<file path="src/include/str_cmd_pkg.sv">
/*
  constants for the setup-mode string command handler.
  assumes a 50 MHz core clock and byte-wide host receive data.
*/
package str_cmd_pkg;
  localparam int          CLK_HZ        = 50_000_000;
  localparam logic [7:0]  CH_OPEN       = 8'h5b;
  localparam logic [7:0]  CH_CLOSE      = 8'h5d;
  localparam logic [7:0]  CH_CR         = 8'h0d;
  localparam logic [7:0]  CH_DOLLAR     = 8'h24;
  localparam logic [7:0]  CH_COLON      = 8'h3a;
  localparam int          AUX_MAX       = 30;
  localparam int          PKT_MAX       = 16;
  localparam int          AUX_BAUD      = 4800;
  localparam int          AUX_BIT_CYC   = CLK_HZ / AUX_BAUD;
  localparam int          ACK_MS        = 20;
  localparam int          ACK_CYC       = CLK_HZ / 1000 * ACK_MS;
  localparam logic [4:0]  FIFO_DEPTH    = 5'h10;
  localparam logic [4:0]  FIFO_3Q       = 5'h0c;
  typedef enum logic [2:0] {ST_IDLE, ST_AUX, ST_LEN, ST_DATA, ST_SEND} mode_e;
endpackage

</file>
<file path="src/rtl/str_cmd.sv">
/*
  setup-mode string command handler: aux strings, '$' packet transmit,
  transparent stream buffer and acknowledge burst timer.
  assumes host bytes arrive as a one-cycle strobe from a receiver on core_clk.
*/
// What this block does
// an opening bracket starts an aux string whose bytes go to the aux output until a closing bracket.
// aux strings hold 0 to 30 bytes, and ending one with CR appends a CR byte to the output.
// a dollar byte in setup mode starts a one-packet transmit without leaving command mode.
// the hex length character sets the packet length to its value plus one, 1 to 16 bytes.
// a colon is echoed to the host after the length character.
// after the last data byte the transmitter is keyed, the packet sent, and setup mode resumes.
// transparent streaming at 4800 baud drains into the radio path without buffer overflow.
// an acknowledge burst keys the transmitter for 20 ms.
// the host should obey the buffer-level flag as clear-to-send in acknowledge mode.
// the buffer level flag rises at three quarters full and falls only when empty.
// aux bytes leave as 8N1 serial at the aux baud rate in order received.
`timescale 1ns/10ps
module str_cmd
  import str_cmd_pkg::*;
#(
  parameter int ACK_CYCLES = ACK_CYC
) (
  // clock and reset
  input  wire logic       core_clk,
  input  wire logic       rst_n,
  // host receive side
  input  wire logic       setup_mode,
  input  wire logic       host_valid,
  input  wire logic [7:0] host_byte,
  input  wire logic       ack_req,
  // echo to host
  output logic            echo_valid,
  output logic [7:0]      echo_byte,
  // radio side
  input  wire logic       radio_ready,
  output logic            tx_key,
  output logic            radio_valid,
  output logic [7:0]      radio_byte,
  output logic            tx_level,
  // aux serial pin
  output logic            aux_txd
);
  import str_cmd_pkg::*;

  typedef struct packed {
    mode_e                  mode;
    logic [4:0]             cnt;
    logic [4:0]             len;
    logic [PKT_MAX*8-1:0]   fifo;
    logic [4:0]             fill;
    logic                   level;
    logic                   echo_v;
    logic [7:0]             echo_b;
    logic                   rad_v;
    logic [7:0]             rad_b;
    logic                   key;
    logic [PKT_MAX*8-1:0]   pkt;
    logic [4:0]             sidx;
    logic [AUX_MAX*8+7:0]   aq;
    logic [5:0]             aq_n;
    logic [9:0]             sh;
    logic [3:0]             bits;
    logic [15:0]            baud;
    logic                   txd;
    logic [31:0]            ack;
    logic                   txk;
  } state_s;

  state_s q, d;
  logic   hv_ok;

  function automatic logic [4:0] hex_val(input logic [7:0] c);
    if (c >= 8'h30 && c <= 8'h39) return 5'(c - 8'h30);
    if (c >= 8'h41 && c <= 8'h46) return 5'(c - 8'h37);
    if (c >= 8'h61 && c <= 8'h66) return 5'(c - 8'h57);
    return 5'h1f;
  endfunction

  assign hv_ok = hex_val(host_byte) != 5'h1f;

  always_comb begin
    logic [4:0] hv;
    hv = hex_val(host_byte);
    d = q;
    d.echo_v = 1'b0;
    d.rad_v = 1'b0;
    // serialiser: one byte at a time, start/8 data lsb first/stop
    if (q.bits != 4'h0) begin
      if (q.baud == 16'(AUX_BIT_CYC - 1)) begin
        d.baud = 16'h0000;
        d.txd  = q.sh[0];
        d.sh   = {1'b1, q.sh[9:1]};
        d.bits = q.bits - 4'h1;
      end else begin
        d.baud = q.baud + 16'h0001;
      end
    end else if (q.aq_n != 6'h00) begin
      d.sh   = {1'b1, q.aq[7:0], 1'b0};
      // eleventh shift holds the stop bit a full bit time before the next start
      d.bits = 4'hb;
      d.baud = 16'(AUX_BIT_CYC - 1);
      d.aq   = {8'h00, q.aq[AUX_MAX*8+7:8]};
      d.aq_n = q.aq_n - 6'h01;
    end
    case (q.mode)
      ST_IDLE: begin
        if (host_valid && setup_mode) begin
          if (host_byte == CH_OPEN) begin
            d.mode = ST_AUX;
            d.cnt  = 5'h00;
          end else if (host_byte == CH_DOLLAR) begin
            d.mode = ST_LEN;
          end
        end else if (host_valid && q.fill != FIFO_DEPTH) begin
          // transparent stream into the radio buffer
          d.fifo = q.fifo | ((PKT_MAX*8)'(host_byte) << (q.fill * 8));
          d.fill = q.fill + 5'h01;
        end
      end
      ST_AUX: begin
        if (host_valid) begin
          if (host_byte == CH_CLOSE) begin
            d.mode = ST_IDLE;
          end else if (host_byte == CH_CR) begin
            // append after whatever the serialiser took this cycle; a full queue drops
            if (d.aq_n != 6'(AUX_MAX + 1)) begin
              d.aq[d.aq_n*8 +: 8] = CH_CR;
              d.aq_n = d.aq_n + 6'h01;
            end
            d.mode = ST_IDLE;
          end else if (q.cnt != 5'(AUX_MAX) && d.aq_n != 6'(AUX_MAX + 1)) begin
            d.aq[d.aq_n*8 +: 8] = host_byte;
            d.aq_n = d.aq_n + 6'h01;
            d.cnt  = q.cnt + 5'h01;
          end
        end
      end
      ST_LEN: begin
        if (host_valid) begin
          if (hv == 5'h1f) begin
            d.mode = ST_IDLE;
          end else begin
            d.len    = hv;
            d.cnt    = 5'h00;
            d.echo_v = 1'b1;
            d.echo_b = CH_COLON;
            d.mode   = ST_DATA;
          end
        end
      end
      ST_DATA: begin
        if (host_valid) begin
          d.pkt[q.cnt*8 +: 8] = host_byte;
          d.cnt = q.cnt + 5'h01;
          if (q.cnt == q.len) begin
            d.mode = ST_SEND;
            d.sidx = 5'h00;
            d.key  = 1'b1;
          end
        end
      end
      ST_SEND: begin
        if (radio_ready) begin
          d.rad_v = 1'b1;
          d.rad_b = q.pkt[q.sidx*8 +: 8];
          d.sidx  = q.sidx + 5'h01;
          if (q.sidx == q.len) begin
            d.key  = 1'b0;
            d.mode = ST_IDLE;
          end
        end
      end
      default: d.mode = ST_IDLE;
    endcase
    // stream drain when the packet path is idle
    if (q.mode == ST_IDLE && !d.rad_v && radio_ready && q.fill != 5'h00 &&
        !(host_valid && !setup_mode)) begin
      d.rad_v = 1'b1;
      d.rad_b = q.fifo[7:0];
      d.fifo  = {8'h00, q.fifo[PKT_MAX*8-1:8]};
      d.fill  = q.fill - 5'h01;
    end
    if (d.fill >= FIFO_3Q) d.level = 1'b1;
    else if (d.fill == 5'h00) d.level = 1'b0;
    // acknowledge burst timer
    if (q.ack != 32'h0) d.ack = q.ack - 32'h1;
    else if (ack_req) d.ack = 32'(ACK_CYCLES);
    // key is registered so the pin never glitches between packet and burst
    d.txk = d.key | (d.ack != 32'h0);
  end

  always_ff @(posedge core_clk or negedge rst_n) begin
    if (!rst_n) begin
      q <= '0;
      q.txd <= 1'b1;
      q.mode <= ST_IDLE;
    end else begin
      q <= d;
    end
  end

  assign echo_valid  = q.echo_v;
  assign echo_byte   = q.echo_b;
  assign tx_key      = q.txk;
  assign radio_valid = q.rad_v;
  assign radio_byte  = q.rad_b;
  assign tx_level    = q.level;
  assign aux_txd     = q.txd;
endmodule

</file>
<file path="config.mk">
export PLATFORM = sky130hd
export DESIGN_NAME = str_cmd
export DESIGN_NICKNAME = d
export VERILOG_FILES = /design/src/include/str_cmd_pkg.sv /design/src/rtl/str_cmd.sv
export SDC_FILE = /design/constraint.sdc
export NUM_CORES = 1
export LEC_CHECK = 0
export BUFFER_PORTS_ARGS = -buffer_cell sky130_fd_sc_hd__buf_4
export CORE_MARGIN = 2
export CORE_UTILIZATION = 65
export DETAILED_ROUTE_END_ITERATION = 7
export PLACE_DENSITY = 0.8
export SLEW_MARGIN = 0
export SYNTH_ARGS = -nofsm -noshare
export SYNTH_HDL_FRONTEND = slang
export SYNTH_SLANG_ARGS = --single-unit
</file>
<file path="constraint.sdc">
create_clock -name core_clk -period 6.98 [get_ports core_clk]
set_clock_uncertainty 0.2 [all_clocks]
set_input_delay 0.349 -clock core_clk [delete_from_list [all_inputs] [get_ports core_clk]]
set_output_delay 0.349 -clock core_clk [all_outputs]
set_load 0.02 [all_outputs]
</file>
==> flow_summary.json <==
{
  "async_flop_share_pct": 100.0,
  "p_leak_nw": 15.92,
  "die_h_um": 228.3,
  "synth_area_um2": 32690,
  "finalNetCount": 3418,
  "endpoint_kind": "flip-flop",
  "hold_class": "primary input to flip-flop",
  "worstHoldEndpoint": "q[608]",
  "die_area_um2": 52110,
  "dr.first_iter.drc_count": 4110,
  "initial_core_util_pct": 65.57,
  "required_ps": 7300,
  "ctsResizeCount": 0,
  "netlist.area_leader.share_pct": 46.61,
  "r2r_setup_slack_ps": 540,
  "grt_pass1_vias": 28870,
  "grt_max_degree": 258,
  "slew_viol_final": 0,
  "rsz0062_at_grt": "false",
  "post-route-period-util_pct": 92.25,
  "clock-sinks": 610,
  "yosysWarnings": 0,
  "crit_chain": "inv_1, ha_1, nand3b_1, o22ai_1, or2_1, buf_4, inv_1, ha_1, nor4_1, or3_1, nand3_1, or4_1, or3_1, o221ai_1",
  "max_slew.worst_pin.slew_ps": 1390,
  "synth_cell_type_count": 99,
  "internal_power_mw": 8.893,
  "antenna_found_initial": 5,
  "yosys-top-cells-area": "dfrtp_1 (47%), mux2i_1 (6.3%), nand2_1 (5.5%)",
  "swShare_pct": 44.92,
  "ys_ff_latch": 610,
  "post_route_cells_drive_above_1_share_pct": 11.89,
  "reg2reg_to": "q[193]",
  "cpMaxStageDelayCell": "or3_1",
  "cp.arrival_ps": 6760,
  "clockRootBuffer": "clkbuf_16",
  "clockBufferDepth": 3,
  "synth_area_leader_cell": "dfrtp_1",
  "ys.flop_type": "dfrtp_1",
  "htreeDepth": 3,
  "timing.setup.tns_ps": 0,
  "avgSynthCellArea_um2": 9.466,
  "synthCells": 3454,
  "peakVddDrop_mv": 0.2732,
  "dp_hpwl_um": 77060,
  "first_pass_iters": 8,
  "powerDensity_nw_per_um2": 452.6,
  "whs_path_depth": 3,
  "r2r_cells": 14,
  "remaining_drc_errors": 0,
  "dieWidth_um": 228.3,
  "finalHoldViolCount": 0,
  "areaGrowthSynthToFinish_pct": 9.112,
  "critical_path_class": "flip-flop to flip-flop",
  "cp_max_fo": 24,
  "min-delay-start": "host_valid",
  "vias": 29656,
  "core_um2": 49860,
  "slowest_delay_ps": 870,
  "dp_slack_ps": 776.1,
  "cts_made_buffers": 67,
  "grt.overflow.total": 0,
  "drt-total-wl_um": 118100,
  "path_clk_slew_ps": 60,
  "timing.fmax_mhz": 155.3,
  "via_per_inst": 7.223,
  "cts_tree": "built",
  "timing.final.ws_setup_ps": 540.7,
  "p_clk_share_pct": 22.0,
  "grt_usage_pct": 45.01,
  "reg2reg_from": "q[64]",
  "port_buffers": 30,
  "combPwrFrac_pct": 42.9,
  "fp-row-count": 82,
  "setup_violations": 0,
  "post_drt_wl_per_cell_um": 28.75,
  "relSlewSlack_pct": 6.972,
  "io_pins": 35,
  "gp_congestion": 1.064,
  "grt_pass1_wl_um": 178200,
  "start_kind": "flip-flop",
  "drv_cap": 0,
  "drtAntennaViolNets": 0,
  "seq_power_share_pct": 35.1,
  "switching_power_mw": 7.252,
  "fin_crit_ps": 6439,
  "synth-edff-count": 0,
  "status": "completed",
  "yosysSeqAreaShare_pct": 46.69,
  "clk_latency_ps": 630
}
## final cells by class
cell class	count	area, um^2
Antenna cell	3	7.507
Clock buffer	94	1931
Clock inverter	23	237.7
Fill cell	3698	14190
Inverter	55	206.4
Multi-Input combinational cell	2535	16230
Sequential cell	610	15270
Tap cell	672	840.8
Timing Repair Buffer	114	955.9
## worst max-delay path by stage
stage | startpoint | endpoint | slack (ps) | depth (start not counted)
global route | q[64] | q[193] | 180 | 14
CTS | q[64] | q[193] | 760 | 14
global placement | q[64] | q[192] | 1010 | 14
floorplan | q[50] | q[150] | 2430 | 20
finish | q[64] | q[193] | 540 | 14
detailed placement | q[64] | q[193] | 780 | 14
## critical path: cells and delay by family, from the launching register on
kind | cells | cell delay, ps
simple gates | 7 | 3600
fa+ha+maj | 2 | 1010
buf+inv | 3 | 570
compound gates | 2 | 500
flops | 1 | 460
## cell usage after synthesis, drive strengths merged, types with 9 or more instances
| master | n |
|---|---|
| nand2 | 479 |
| a2bb2oi | 10 |
| nor3 | 109 |
| or3 | 36 |
| mux4 | 40 |
| a21o | 12 |
| mux2i | 207 |
| a211oi | 25 |
| o32ai | 12 |
| a32oi | 17 |
| or4 | 23 |
| a31oi | 44 |
| buf | 66 |
| o211ai | 14 |
| inv | 53 |
| o22ai | 127 |
| and2 | 31 |
| dfrtp | 609 |
| nand4 | 29 |
| nand3 | 98 |
| or2 | 18 |
| ha | 21 |
| nor2 | 235 |
| o31ai | 22 |
| o21ai | 288 |
| nor4 | 39 |
| xor2 | 20 |
| xnor2 | 23 |
| o221ai | 10 |
| nand2b | 17 |
| o21a | 12 |
| a21oi | 234 |
| a22oi | 18 |
| and3 | 29 |
| nor2b | 12 |
| clkbuf | 191 |
| o2bb2ai | 9 |
| mux2 | 93 |
## cell usage in the layout (no fill, tap or decap), drive strengths merged, types with 58 or more instances in the layout
master,count
dfrtp,609
nand2,479
o21ai,288
nor2,235
a21oi,234
mux2i,207
o22ai,127
nor3,109
buf,107
nand3,98
clkbuf,94
mux2,93
inv,58
## logic make-up after synthesis
family / share of synthesized area (%)
XOR/XNOR: 1.232
AO/OA/AOI/OAI: 17.83
flip-flops: 46.69
adder cells (fa/ha/maj): 0.8037
multiplexers: 12.33
buffers and inverters: 3.892
other: 0.01147
AND/OR/NAND/NOR: 17.20
## stage by stage
stage	hold WS, ps	cells	total power [mW]	utilization (%)	cell area [um^2]
floorplan	-146.6	3457	9.709	-	32710
global placement	159.9	3979	11.96	67.04	33430
detailed placement	156.5	3979	12.18	67.04	33430
CTS	7.406	4103	15.75	71.53	35670
global route	30.13	4103	16.70	71.53	35670
finish	36.99	4106	16.14	71.54	35670
## what timing repair did
action                    CTS  global route
hold buffers                7             0
hold endpoints to repair   79             0
setup buffers               0             0
## layer usage
layer / track usage (%) / part of all wire (%)
met5: 0 / 0
met4: 28.45 / 7.4
met3: 12.66 / 12
met2: 68.01 / 44
met1: 57.57 / 36
## power groups by stage
stage / sequential, mW / combinational, mW / clock (mW)
2_1_floorplan: 5.20 / 4.51 / 0
3_3_place_gp: 5.61 / 6.35 / 0
3_5_place_dp: 5.65 / 6.54 / 0
4_1_cts: 5.60 / 6.59 / 3.56
5_1_grt: 5.74 / 7.25 / 3.71
6_report: 5.67 / 6.92 / 3.56
(Power assumes the default switching activity.)
